## config.mk

```make
export PLATFORM = sky130hd
export DESIGN_NAME = dcs_ctrl_end_flat
export DESIGN_NICKNAME = d
export VERILOG_FILES = /design/src/common/dcs_pkg.sv /design/src/common/dcs_link_if.sv /design/src/logic/dcs_ctrl_end.sv /design/src/flat_wrapper.sv
export SDC_FILE = /design/constraint.sdc
export NUM_CORES = 1
export LEC_CHECK = 0
export BUFFER_PORTS_ARGS = -buffer_cell sky130_fd_sc_hd__buf_4
export CAP_MARGIN = 20
export CORE_ASPECT_RATIO = 1.2
export CORE_MARGIN = 4
export CORE_UTILIZATION = 50
export DETAILED_ROUTE_END_ITERATION = 6
export HOLD_SLACK_MARGIN = 0.02
export PLACE_DENSITY_LB_ADDON = 0.15
export SYNTH_ARGS = -nofsm -noshare
export SYNTH_HDL_FRONTEND = slang
export SYNTH_SLANG_ARGS = --single-unit
export TNS_END_PERCENT = 1
```

## constraint.sdc

```tcl
create_clock -name mclk -period 2.2 [get_ports mclk]
set_input_delay 0.11 -clock mclk [delete_from_list [all_inputs] [get_ports mclk]]
set_output_delay 0.11 -clock mclk [all_outputs]
set_load 0.05 [all_outputs]
```

## src/common/dcs_pkg.sv

```systemverilog
// constants, command codes and helpers shared by both link ends
package dcs_pkg;

  // ----------------------------------------------------------------
  // clock and timing
  // ----------------------------------------------------------------
  localparam int CLK_PERIOD_PS = 5000;
  localparam int PRECHARGE_PERIOD_PS = 15000;
  localparam int WRITE_TO_READ_TURNAROUND = 2;
  localparam int CLOCK_GATE_MIN_WINDOW = 3;
  localparam int POWERDOWN_EXIT_DELAY = 2;
  localparam int CNT_W = 5;

  // least times round up, never below one cycle
  function automatic int spacing_cycle_count(input int t_ps,
                                             input int per_ps);
    int n;
    n = (t_ps + per_ps - 1) / per_ps;
    return (n < 1) ? 1 : n;
  endfunction

  localparam int PRECHARGE_PERIOD_CYCLES =
    spacing_cycle_count(PRECHARGE_PERIOD_PS, CLK_PERIOD_PS);

  // ----------------------------------------------------------------
  // link widths and command codes
  // ----------------------------------------------------------------
  localparam int ADDR_W = 14;
  localparam int DATA_W = 8;
  localparam int WR_BEATS = 2;
  localparam int CMD_W = 3;
  localparam logic [CMD_W-1:0] CMD_NOP = 3'h0;
  localparam logic [CMD_W-1:0] CMD_ACT = 3'h1;
  localparam logic [CMD_W-1:0] CMD_RD = 3'h2;
  localparam logic [CMD_W-1:0] CMD_WR = 3'h3;
  localparam logic [CMD_W-1:0] CMD_WRA = 3'h4;
  localparam logic [CMD_W-1:0] CMD_PRE = 3'h5;
  localparam logic [CMD_W-1:0] CMD_MODE = 3'h6;

  // ----------------------------------------------------------------
  // mode_config_register fields carried on the address lines
  // ----------------------------------------------------------------
  localparam int MODE_STROBE_SE_BIT = 10;
  localparam int MODE_WR_LSB = 11;
  localparam int MODE_WR_W = 3;
  localparam logic [MODE_WR_W-1:0] MODE_WR_RESET = 3'h3;
  localparam logic MODE_STROBE_SE_RESET = 1'b0;

  // write recovery setting is field plus one cycle
  function automatic logic [CNT_W-1:0] autoprecharge_write_delay(
      input logic [MODE_WR_W-1:0] wr_field);
    return CNT_W'(wr_field) + CNT_W'(1)
         + CNT_W'(PRECHARGE_PERIOD_CYCLES);
  endfunction

  function automatic logic [CNT_W-1:0] cnt_step(
      input logic [CNT_W-1:0] c);
    return (c == '0) ? c : c - CNT_W'(1);
  endfunction

endpackage

```

## src/common/dcs_link_if.sv

```systemverilog
// command link between the memory controller end and the device end
`timescale 1ns/100ps
interface dcs_link_if;
  import dcs_pkg::*;
  logic cke;
  logic [CMD_W-1:0] cmd;
  logic [ADDR_W-1:0] addr;
  logic [DATA_W-1:0] dq;
  logic dqs_t;
  logic dqs_c;
  logic capt_err;

  modport ctrl (
    output cke,
    output cmd,
    output addr,
    output dq,
    output dqs_t,
    output dqs_c,
    input capt_err
  );

  modport dev (
    input cke,
    input cmd,
    input addr,
    input dq,
    input dqs_t,
    input dqs_c,
    output capt_err
  );
endinterface

```

## src/logic/dcs_ctrl_end.sv

```systemverilog
// controller end: spaces commands and drives clock gate and write data
//
// Notes on behaviour
// - two idle cycles after write burst before read
// - clock gate held for three registered edges
// - no clock gate change within two cycles
// - capture fault blocks all reads until a write burst finishes
// - picosecond spacings round up to whole cycles
// - autoprecharge delay is recovery plus precharge cycles
// - every spacing counts real clock edges
// - activate no sooner than two edges after exit
// - mode bit ten set selects single-ended strobe
// - mode bit ten clear selects differential strobe
`timescale 1ns/100ps
module dcs_ctrl_end
  import dcs_pkg::*;
(
  input wire logic mclk,
  input wire logic rst_b,
  dcs_link_if.ctrl link,
  input wire logic req_valid,
  input wire logic [CMD_W-1:0] req_cmd,
  input wire logic [ADDR_W-1:0] req_addr,
  input wire logic [WR_BEATS*DATA_W-1:0] req_wdata,
  output logic req_ready,
  input wire logic cke_req,
  output logic cke_ready,
  output logic rewrite_pending,
  output logic strobe_single_ended
);

  // ----------------------------------------------------------------
  // state and registers
  // ----------------------------------------------------------------
  typedef enum logic [1:0] {
    DCS_IDLE = 2'b01,
    DCS_BURST = 2'b10
  } dcs_ctrl_state_t;

  dcs_ctrl_state_t state_reg;
  logic cke_reg;
  logic [CMD_W-1:0] cmd_reg;
  logic [ADDR_W-1:0] addr_reg;
  logic [DATA_W-1:0] dq_reg;
  logic dqs_t_reg;
  logic [WR_BEATS*DATA_W-1:0] wdata_reg;
  logic [$clog2(WR_BEATS+1)-1:0] beat_reg;
  logic auto_pre_reg;
  logic strobe_se_reg;
  logic [MODE_WR_W-1:0] wr_field_reg;
  logic rewrite_reg;
  logic [CNT_W-1:0] cke_cnt_reg;
  logic [CNT_W-1:0] xp_cnt_reg;
  logic [CNT_W-1:0] wtr_cnt_reg;
  logic [CNT_W-1:0] rp_cnt_reg;
  logic [CNT_W-1:0] dal_cnt_reg;
  logic cmd_ok;
  logic cke_change;
  logic accept;
  logic burst_end;

  // ----------------------------------------------------------------
  // command gating
  // ----------------------------------------------------------------
  always_comb begin
    case (req_cmd)
      CMD_ACT: cmd_ok = (xp_cnt_reg == '0) && (rp_cnt_reg == '0)
                        && (dal_cnt_reg == '0);
      CMD_RD: cmd_ok = (wtr_cnt_reg == '0) && !rewrite_reg;
      default: cmd_ok = 1'b1;
    endcase
  end

  // gate changes only between bursts so no burst straddles power-down
  assign cke_ready = (cke_cnt_reg == '0) && (state_reg == DCS_IDLE);
  assign cke_change = cke_ready && (cke_req != cke_reg);
  assign req_ready = (state_reg == DCS_IDLE) && cke_reg && !cke_change
                     && cmd_ok;
  assign accept = req_valid && req_ready;
  assign burst_end = (state_reg == DCS_BURST)
                     && (beat_reg == ($bits(beat_reg))'(WR_BEATS - 1));

  // ----------------------------------------------------------------
  // clock gate and power-down exit
  // ----------------------------------------------------------------
  always_ff @(posedge mclk or negedge rst_b) begin
    if (!rst_b) begin
      cke_reg <= 1'b0;
      cke_cnt_reg <= '0;
      xp_cnt_reg <= '0;
    end else begin
      cke_cnt_reg <= cnt_step(cke_cnt_reg);
      xp_cnt_reg <= cnt_step(xp_cnt_reg);
      if (cke_change) begin
        cke_reg <= cke_req;
        cke_cnt_reg <= CNT_W'(CLOCK_GATE_MIN_WINDOW - 1);
        if (cke_req) begin
          xp_cnt_reg <= CNT_W'(POWERDOWN_EXIT_DELAY - 1);
        end
      end
    end
  end

  // ----------------------------------------------------------------
  // command issue and write burst
  // ----------------------------------------------------------------
  always_ff @(posedge mclk or negedge rst_b) begin
    if (!rst_b) begin
      state_reg <= DCS_IDLE;
      cmd_reg <= CMD_NOP;
      addr_reg <= '0;
      wdata_reg <= '0;
      beat_reg <= '0;
      auto_pre_reg <= 1'b0;
      dq_reg <= '0;
      dqs_t_reg <= 1'b0;
    end else begin
      cmd_reg <= accept ? req_cmd : CMD_NOP;
      if (accept) begin
        addr_reg <= req_addr;
      end
      case (state_reg)
        DCS_IDLE: begin
          dqs_t_reg <= 1'b0;
          if (accept && (req_cmd == CMD_WR || req_cmd == CMD_WRA)) begin
            state_reg <= DCS_BURST;
            wdata_reg <= req_wdata;
            beat_reg <= '0;
            auto_pre_reg <= (req_cmd == CMD_WRA);
          end
        end
        DCS_BURST: begin
          dq_reg <= wdata_reg[beat_reg*DATA_W +: DATA_W];
          dqs_t_reg <= ~beat_reg[0];
          beat_reg <= beat_reg + 1'b1;
          if (burst_end) begin
            state_reg <= DCS_IDLE;
          end
        end
        default: state_reg <= DCS_IDLE;
      endcase
    end
  end

  // ----------------------------------------------------------------
  // spacing counters, one per constraint
  // ----------------------------------------------------------------
  always_ff @(posedge mclk or negedge rst_b) begin
    if (!rst_b) begin
      wtr_cnt_reg <= '0;
      rp_cnt_reg <= '0;
      dal_cnt_reg <= '0;
    end else begin
      wtr_cnt_reg <= cnt_step(wtr_cnt_reg);
      rp_cnt_reg <= cnt_step(rp_cnt_reg);
      dal_cnt_reg <= cnt_step(dal_cnt_reg);
      if (burst_end) begin
        wtr_cnt_reg <= CNT_W'(WRITE_TO_READ_TURNAROUND);
        if (auto_pre_reg) begin
          dal_cnt_reg <= autoprecharge_write_delay(wr_field_reg);
        end
      end
      if (accept && req_cmd == CMD_PRE) begin
        rp_cnt_reg <= CNT_W'(PRECHARGE_PERIOD_CYCLES - 1);
      end
    end
  end

  // ----------------------------------------------------------------
  // mode shadow and rewrite tracking
  // ----------------------------------------------------------------
  always_ff @(posedge mclk or negedge rst_b) begin
    if (!rst_b) begin
      strobe_se_reg <= MODE_STROBE_SE_RESET;
      wr_field_reg <= MODE_WR_RESET;
    end else if (accept && req_cmd == CMD_MODE) begin
      strobe_se_reg <= req_addr[MODE_STROBE_SE_BIT];
      wr_field_reg <= req_addr[MODE_WR_LSB +: MODE_WR_W];
    end
  end

  // a fault report outranks the clear from a finishing rewrite
  always_ff @(posedge mclk or negedge rst_b) begin
    if (!rst_b) begin
      rewrite_reg <= 1'b0;
    end else if (link.capt_err) begin
      rewrite_reg <= 1'b1;
    end else if (burst_end) begin
      rewrite_reg <= 1'b0;
    end
  end

  // ----------------------------------------------------------------
  // link drive
  // ----------------------------------------------------------------
  assign link.cke = cke_reg;
  assign link.cmd = cmd_reg;
  assign link.addr = addr_reg;
  assign link.dq = dq_reg;
  assign link.dqs_t = dqs_t_reg;
  // complement parked low in single-ended mode
  assign link.dqs_c = strobe_se_reg ? 1'b0 : ~dqs_t_reg;
  assign rewrite_pending = rewrite_reg;
  assign strobe_single_ended = strobe_se_reg;

endmodule

```

## src/flat_wrapper.sv

```systemverilog
// flat-port wrapper written by rule: the top's interface ports become plain ports
module dcs_ctrl_end_flat import dcs_pkg::*;
  (mclk, rst_b, req_valid, req_cmd, req_addr, req_wdata, req_ready, cke_req, cke_ready, rewrite_pending, strobe_single_ended, link_cke, link_cmd, link_addr, link_dq, link_dqs_t, link_dqs_c, link_capt_err);
  dcs_link_if link_i ();
  input wire logic mclk;
  input wire logic rst_b;
  input wire logic req_valid;
  input wire logic [CMD_W-1:0] req_cmd;
  input wire logic [ADDR_W-1:0] req_addr;
  input wire logic [WR_BEATS*DATA_W-1:0] req_wdata;
  output logic req_ready;
  input wire logic cke_req;
  output logic cke_ready;
  output logic rewrite_pending;
  output logic strobe_single_ended;
  output wire logic [$bits(link_i.cke)-1:0] link_cke;
  output wire logic [$bits(link_i.cmd)-1:0] link_cmd;
  output wire logic [$bits(link_i.addr)-1:0] link_addr;
  output wire logic [$bits(link_i.dq)-1:0] link_dq;
  output wire logic [$bits(link_i.dqs_t)-1:0] link_dqs_t;
  output wire logic [$bits(link_i.dqs_c)-1:0] link_dqs_c;
  input wire logic [$bits(link_i.capt_err)-1:0] link_capt_err;
  assign link_cke = link_i.cke;
  assign link_cmd = link_i.cmd;
  assign link_addr = link_i.addr;
  assign link_dq = link_i.dq;
  assign link_dqs_t = link_i.dqs_t;
  assign link_dqs_c = link_i.dqs_c;
  assign link_i.capt_err = link_capt_err;
  dcs_ctrl_end u_core (.mclk(mclk), .rst_b(rst_b), .link(link_i), .req_valid(req_valid), .req_cmd(req_cmd), .req_addr(req_addr), .req_wdata(req_wdata), .req_ready(req_ready), .cke_req(cke_req), .cke_ready(cke_ready), .rewrite_pending(rewrite_pending), .strobe_single_ended(strobe_single_ended));
endmodule
```

==> impl_metrics.yaml, run 1 <==
setup_path:
  critPathLaunchType: "flip-flop"
  crit_path_frequent_cell: "buf_6"
  cp-end-kind: "primary output"
  worst-endpoint-arrival_ps: 2010
  path_cells: "inv_2 -> ha_4 -> or4b_4 -> buf_6 -> o211ai_1 -> nor2_2 -> buf_6"
  r2r_setup_slack_ps: 90
  crit_path_max_fanout: 5
  slowest_delay_ps: 480
  required_ps: 2090
  slowest_stage: "or4b_4"
  worstSetupPathType: "flip-flop to primary output"
floorplan:
  ios: 70
  fp.dieW_um: 86.98
  rows: 34
  die-area_mm2: 0.008938
  initial_utilization: 0.5144
  die-height_um: 102.8
  core_area_mm2: 0.007274
sta:
  relSlewSlack: 0.6821
  fin_crit_ps: 2116
  finalCritPeriodShare: 0.9619
  tns_ps: 0
  drv_slew: 0
  hold_violations: 0
  finalSetupViolCount: 0
  max_freq_mhz: 472.5
  rsz0062_at_grt: "false"
  fin_skew_ps: 11.02
  worstMarginPinSlew_ps: 475.9
placed_design:
  gp_congestion: 0.7776
  place_hpwl_mm: 5.324
  numPortBuffers: 69
  placed_area_mm2: 0.004424
  dp.cells: 480
run_status:
  outcome: "complete, no violations"
synthesis:
  synth-edff-count: 0
  syn_inst: 319
  syn_area_per_cell_um2: 11.73
  synthFlopType: "dfrtp_1"
  async_flop_share: 1.000
  synth_nets: 372
  ys_types: 48
  synth_top_area_share: 0.5015
  yosys_warnings: 0
  synth_commonest_cells: "dfrtp_1, mux2_2, inv_1"
  synth_most_common_cell: "dfrtp_1"
  synth_top_area_cell: "dfrtp_1"
  yosysSeqAreaShare: 0.5226
  synth_area_leaders: "dfrtp_1, mux2_2, ha_1"
  synthesis.area_mm2: 0.003742
  synth_seq_cells: 78
global_routing:
  grt_max_degree: 34
  grt-ovfl-total: 0
  grt_pass1_vias: 2805
  antenna_found_initial: 0
  gr-usage-all-layers: 0.1868
  grt_pass1_wl_mm: 13.12
cts:
  cts_buffer_depth: 2
  clk_latency_ps: 350
  cts_buffers: 9
  clock-root-buffer: "clkbuf_8"
  cts_max_level: 3
  path_clk_slew_ps: 80
  clock-sinks: 78
  cts_tree: "yes"
power:
  cellPowerDensity_mw_per_mm2: 1473
  power_leakage_uw: 0.002347
  vdd_drop_max_uv: 892.1
drt:
  wl_mm: 7.775
  drc: 0
  drt_first_pass_iters: 4
  antenna_left: 0
  dr_total_vias: 2762
  wl_per_cell_um: 14.64
  drtIter0Drc: 67
  viasPerCell: 5.202
finish:
  fin_nets: 489
  area_growth_pct: 36.14
  fin_cells: 531
  diodes: 0
  drive_gt1_frac: 0.3515
  fin_area_mm2: 0.005095
  largest_reg_flops: 16
worst_hold_path:
  hold_path_class: "primary input to flip-flop"
flow_run:
  maxCapViolations: 0
## where the power goes
part / switching [uW] / total, uW / internal [uW] / leakage [uW]
Sequential: 534 / 2660 / 2120 / 0.000948
Combinational: 1950 / 3530 / 1590 / 0.00128
Clock: 548 / 1310 / 766 / 0.000119
Total: 3030 / 7510 / 4480 / 0.00235
## path summary, 6_finish.rpt
path,cells after the start,endpoint,start
max in group asynchronous,3,u_core.link.addr[11],rst_b
worst max register to register,7,u_core.wdata_reg[14],u_core.cke_cnt_reg[1]
min in group asynchronous,2,u_core.wtr_cnt_reg[0],rst_b
worst max-delay path,7,req_ready,u_core.cke_cnt_reg[1]
worst min register to register,1,u_core.wdata_reg[1],u_core.wdata_reg[1]
worst min-delay path,2,u_core.link.cmd[0],req_cmd[0]
## cell families (layout without fill, tap and decap cells)
group	after synthesis	after routing	synth area share
buffers and inverters	34	156	0.04012
adders and majority gates	15	15	0.05015
xor gates and xnor gates	17	17	0.03979
DFF	78	78	0.5226
muxes	45	45	0.1401
AOI/OAI and AO/OA	47	47	0.08592
and+or+nand+nor	83	83	0.1214
## what timing repair did
item | 4_1_cts | 5_1_grt
pin swaps | 0 | 1
setup endpoints to repair | 15 | 1
hold buffers | 32 | 0
resized for setup | 5 | 12
endpoints found under the hold margin | 65 | 0
buffers inserted | 2 | 1
## stage by stage
step                      power (uW)  hold slack, ps  utilization  setup slack (ps)
after floorplan                 5100          -185.6            -            -23.08
after global placement          5919           80.62       0.6082             88.51
after detailed placement        6022           82.32       0.6082            -18.30
after CTS                       7478           37.16       0.6916             2.492
after global routing            8021           50.58       0.7004             7.437
final                           7506           52.65       0.7004             83.80
## critical path: cells and delay by family, from the launching register on
kind / cells / cell delay, ps
AND/OR/NAND/NOR: 2 / 540
flip-flops: 1 / 410
buffers and inverters: 3 / 390
AO/OA/AOI/OAI: 1 / 190
adder cells (fa/ha/maj): 1 / 130
## final cells by class
type                            instances  area, um^2
Multi-Input combinational cell        207        1720
Tap cell                               90       112.6
Fill cell                             540        2180
Clock inverter                          6       117.6
Inverter                               24       90.09
Timing Repair Buffer                  116       970.9
Clock buffer                           10       127.6
Sequential cell                        78        1956
## cells in the final DEF (no fill, tap or decap), types with 8 or more instances in the layout
master / n
clkbuf_8: 9
buf_4: 81
xnor2_1: 13
mux2_4: 8
ha_1: 13
o22ai_1: 10
mux2_2: 27
dlygate4sd3_1: 32
nor2_1: 17
mux2i_1: 10
inv_1: 21
o21ai_0: 8
nor3_1: 10
a21oi_1: 11
dfrtp_1: 75
nand2_1: 21
## metal layers
layer	global-route usage	up-vias	routed length, um
li1	-	1350	-
met5	0	-	0
met1	0.2347	1348	3336
met2	0.3203	51	3923
met3	0.03038	13	358
met4	0.07674	0	156
Note: power is estimated with default switching activity, not from simulation.
==> run 2: changes to the inputs <==
--- a/config.mk
+++ b/config.mk
@@ -9,7 +9,7 @@
 export CAP_MARGIN = 20
 export CORE_ASPECT_RATIO = 1.2
 export CORE_MARGIN = 4
-export CORE_UTILIZATION = 50
+export CORE_UTILIZATION = 53
 export DETAILED_ROUTE_END_ITERATION = 6
 export HOLD_SLACK_MARGIN = 0.02
 export PLACE_DENSITY_LB_ADDON = 0.15
==> constraint.sdc (replaced) <==
create_clock -name mclk -period 2.5 [get_ports mclk]
set_input_delay 0.125 -clock mclk [delete_from_list [all_inputs] [get_ports mclk]]
set_output_delay 0.125 -clock mclk [all_outputs]
set_load 0.05 [all_outputs]
==> impl_metrics.yaml, run 2 (synthesized netlist as in run 1, its figures left out) <==
drt:
  viasPerCell: 5.247
  wl_mm: 7.374
  dr_total_vias: 2723
  antenna_left: 0
  drc: 0
  drtIter0Drc: 78
  drt_first_pass_iters: 4
  wl_per_cell_um: 14.21
setup_path:
  slowest_delay_ps: 440
  cp-end-kind: "primary output"
  path_delay_family: "simple AND/OR/NAND/NOR gates"
  path_cells: "inv_1 -> ha_1 -> nor4b_1 -> and4_1 -> nor4_1 -> nor2_1 -> buf_4"
  worst-endpoint-arrival_ps: 2180
  worstSetupPathType: "flip-flop to primary output"
  critPathLaunchType: "flip-flop"
  slowest_stage: "nor4b_1"
  reg2reg_from: "u_core.cke_cnt_reg[0]"
  startpoint: "u_core.xp_cnt_reg[0]"
  required_ps: 2380
  crit_path_max_fanout: 3
  r2r_setup_slack_ps: 240
  cp.buffers_inverters: 2
global_routing:
  antenna_found_initial: 0
  grt_pass1_wl_mm: 12.65
  grt_max_degree: 79
  grt_pass1_vias: 2813
  gr-usage-all-layers: 0.1843
  grt-ovfl-total: 0
floorplan:
  die-height_um: 100.1
  rows: 33
  initial_utilization: 0.5460
  ios: 70
  fp.dieW_um: 84.71
  die-area_mm2: 0.008475
  core_area_mm2: 0.006854
cts:
  clk_latency_ps: 340
  clock-sinks: 78
  cts_buffers: 9
  cts_buffer_depth: 2
  cts_max_level: 3
  postCtsSetupBuffers: 0
  post_cts_resized: 0
  cts_tree: "yes"
  path_clk_slew_ps: 70
  clock-root-buffer: "clkbuf_8"
sta:
  finalSetupViolCount: 0
  fin_skew_ps: 9.392
  max_freq_mhz: 434.4
  timing.final.ws_setup_ps: 198.2
  worstMarginPinSlew_ps: 958.3
  relSlewSlack: 0.3611
  rsz0062_at_grt: "false"
  finalCritPeriodShare: 0.9207
  drv_slew: 0
  hold_violations: 0
  tns_ps: 0
  fin_crit_ps: 2302
finish:
  largest_reg_flops: 16
  fin_area_mm2: 0.004902
  area_growth_pct: 30.99
  diodes: 0
  drive_gt1_frac: 0.3148
  final_cell_mix: "buf_4, dfrtp_1, dlygate4sd3_1, mux2_2, inv_1"
  fin_nets: 480
  layout.cells.most_common: "buf_4"
power:
  vdd_drop_max_uv: 844.2
  power_uw: 6289
  power_leakage_uw: 0.002280
  cellPowerDensity_mw_per_mm2: 1283
worst_hold_path:
  hold_path_startpoint: "req_wdata[9]"
  hold_path_class: "primary input to flip-flop"
placed_design:
  numPortBuffers: 69
  dp_slack_ps: 271.2
  place_hpwl_mm: 5.011
  placed_area_mm2: 0.004388
  gp_congestion: 0.7618
run_status:
  outcome: "complete, no violations"
flow_run:
  maxCapViolations: 0
run 2: cell types whose count changed in the layout (fill, tap and decap cells not counted), sizes merged:
cell and delta:
bufinv -1, clkinv +3, inv -2, buf -7, dlygate4sd3 -2
run 2: worst register-to-register path: stages, from the launching register on:
cell      delay, ps
dfrtp_1         400
inv_1            90
ha_1            180
or4b_1          590
o21a_4          280
nand4b_1        230
mux2_2          370
run 2: power breakdown:
group / switching, uW / internal (uW) / total, uW
registers: 431 / 1870 / 2300
clock network: 442 / 561 / 1000
logic: 1680 / 1310 / 2990
total: 2550 / 3740 / 6290
run 2: cell type report:
| cell class | instances | area [um^2] |
|---|---|---|
| flip-flops and latches | 78 | 1956 |
| repair buffers | 107 | 890.9 |
| inverters | 24 | 90.09 |
| fillers | 502 | 1952 |
| multi-input cells | 207 | 1643 |
| clock buffers | 10 | 127.6 |
| clock inverters | 6 | 86.33 |
| well taps | 87 | 108.9 |
run 2: worst paths after layout:
| check | endpoint | cells after the start |
|---|---|---|
| setup / recovery | req_ready | 7 |
| hold reg to reg | u_core.wdata_reg[1] | 1 |
| setup reg to reg | u_core.strobe_single_ended | 6 |
| max in group asynchronous | u_core.wdata_reg[15] | 2 |
| hold / removal | u_core.wdata_reg[9] | 2 |
| min in group asynchronous | u_core.dal_cnt_reg[0] | 2 |
run 2: routing by layer:
| layer | global-route usage | vias to the layer above | wire [um] |
|---|---|---|---|
| met5 | 0 | - | 0 |
| met4 | 0.07795 | 0 | 102 |
| met3 | 0.03777 | 10 | 368 |
| met2 | 0.3128 | 55 | 3763 |
| met1 | 0.2289 | 1329 | 3140 |
| li1 | - | 1329 | - |
run 2: what timing repair did:
item / in CTS / in global routing
hold buffers: 28 / 2
hold endpoints to repair: 102 / 2
endpoints found under the setup margin: 0 / 0
run 2: stage by stage:
stage	hold slack, ps	utilization	cells
after floorplan	-170.6	-	319
after global placement	308.4	0.6402	473
after detailed placement	312.9	0.6402	473
after CTS	21.67	0.7123	517
after global routing	22.89	0.7152	519
final	32.35	0.7152	519
==> run 3: changes to the inputs <==
--- a/config.mk
+++ b/config.mk
@@ -7,12 +7,15 @@
 export LEC_CHECK = 0
 export BUFFER_PORTS_ARGS = -buffer_cell sky130_fd_sc_hd__buf_4
 export CAP_MARGIN = 20
+export CELL_PAD_IN_SITES_DETAIL_PLACEMENT = 0
+export CELL_PAD_IN_SITES_GLOBAL_PLACEMENT = 1
 export CORE_ASPECT_RATIO = 1.2
 export CORE_MARGIN = 4
-export CORE_UTILIZATION = 53
+export CORE_UTILIZATION = 47
 export DETAILED_ROUTE_END_ITERATION = 6
 export HOLD_SLACK_MARGIN = 0.02
 export PLACE_DENSITY_LB_ADDON = 0.15
+export SKIP_CTS_REPAIR_TIMING = 1
 export SYNTH_ARGS = -nofsm -noshare
 export SYNTH_HDL_FRONTEND = slang
 export SYNTH_SLANG_ARGS = --single-unit
==> impl_metrics.yaml, run 3 (synthesized netlist as in run 1, its figures left out) <==
run_status:
  outcome: "complete, no violations"
global_routing:
  grt_pass1_vias: 2564
  gr-usage-all-layers: 0.1599
  grt-ovfl-total: 0
  grt_pass1_wl_mm: 11.86
  antenna_found_initial: 0
  grt_max_degree: 79
sta:
  tns_ps: 0
  fin_crit_ps: 2304
  relSlewSlack: 0.3503
  worstMarginPinSlew_ps: 974.5
  drv_slew: 0
  timing.hold.ws_ps: 54.60
  rsz0062_at_grt: "false"
  hold_violations: 0
  max_freq_mhz: 434.1
  finalSetupViolCount: 0
  finalCritPeriodShare: 0.9214
  fin_skew_ps: 9.883
setup_path:
  cp.buffers_inverters: 2
  crit_path_max_fanout: 3
  r2r_setup_slack_ps: 300
  required_ps: 2380
  critPathLaunchType: "flip-flop"
  path_cells: "inv_1 -> ha_1 -> nor4b_1 -> and4_1 -> nor4_1 -> nor2_1 -> buf_4"
  worst-endpoint-arrival_ps: 2180
  slowest_stage: "dfrtp_1"
  path_delay_family: "simple AND/OR/NAND/NOR gates"
  slowest_delay_ps: 390
  cp-end-kind: "primary output"
  worstSetupPathType: "flip-flop to primary output"
floorplan:
  fp.dieW_um: 89.46
  die-area_mm2: 0.009460
  ios: 70
  rows: 35
  initial_utilization: 0.4856
  core_area_mm2: 0.007707
  die-height_um: 105.8
cts:
  cts_tree: "yes"
  cts_buffer_depth: 2
  path_clk_slew_ps: 90
  clock-sinks: 78
  cts_buffers: 9
  clock-root-buffer: "clkbuf_8"
  cts_max_level: 3
  clk_latency_ps: 350
finish:
  layout.cells.most_common: "buf_4"
  multi_input_area_mm2: 0.001643
  diodes: 0
  area_growth_pct: 32.36
  largest_reg_flops: 16
  fin_cells: 527
  regArea_mm2: 0.001956
  n_fill_cell: 642
  final_cell_mix: "buf_4, dfrtp_1, dlygate4sd3_1, mux2_2, inv_1"
  fin_nets: 483
  drive_gt1_frac: 0.3172
drt:
  drc: 0
  wl_mm: 7.320
  drt_first_pass_iters: 4
  drtIter0Drc: 125
  antenna_left: 0
  viasPerCell: 5.112
  dr_total_vias: 2694
  wl_per_cell_um: 13.89
power:
  vdd_drop_max_uv: 847.9
  cellPowerDensity_mw_per_mm2: 1281
  power_leakage_uw: 0.002301
worst_hold_path:
  hold_path_class: "primary input to flip-flop"
placed_design:
  gp_congestion: 0.7822
  numPortBuffers: 69
  place_hpwl_mm: 5.087
  dp.cells: 479
flow_run:
  maxCapViolations: 0
## run 3: final timing paths
kind / start / to / cells after the start
min in group asynchronous: rst_b / u_core.dal_cnt_reg[4] / 2
min reg2reg: u_core.wdata_reg[5] / u_core.wdata_reg[5] / 1
max: u_core.dal_cnt_reg[0] / req_ready / 7
max reg2reg: u_core.cke_cnt_reg[0] / u_core.wr_field_reg[2] / 6
max in group asynchronous: rst_b / u_core.cke_cnt_reg[2] / 2
min: req_cmd[1] / u_core.link.cmd[1] / 2
## run 3: power by group
part	internal (uW)	leakage, uW	switching [uW]
combinational	1320	0.00124	1670
sequential	1870	0.000948	423
clock	596	0.000113	471
## run 3: area by class of cell
cell class                 instances  area share
clock buffer                      10     0.02778
clock inverter                     6     0.01894
inverter                          24     0.01819
multi-input combinational        207      0.3317
sequential                        78      0.3948
tap                               92     0.02324
timing repair buffer             110      0.1854
## run 3: per-stage QoR
stage | utilization | worst slack (ps) | cell area, um^2 | power, uW
2_1_floorplan | - | 226.4 | 3742 | 4484
3_3_place_gp | 0.5711 | 308.2 | 4402 | 5213
3_5_place_dp | 0.5711 | 295.2 | 4402 | 5294
4_1_cts | 0.6011 | 137.1 | 4633 | 6397
5_1_grt | 0.6427 | 17.48 | 4954 | 6824
6_report | 0.6427 | 196.4 | 4954 | 6346
## run 3: per-layer routing
metal  GRT usage  share of wire  vias to the layer above
li1            -              -                     1340
met1      0.2073           0.43                     1283
met2      0.2497           0.49                       59
met3     0.03284          0.056                       12
met4     0.07872          0.020                        0
met5           0              0                        -
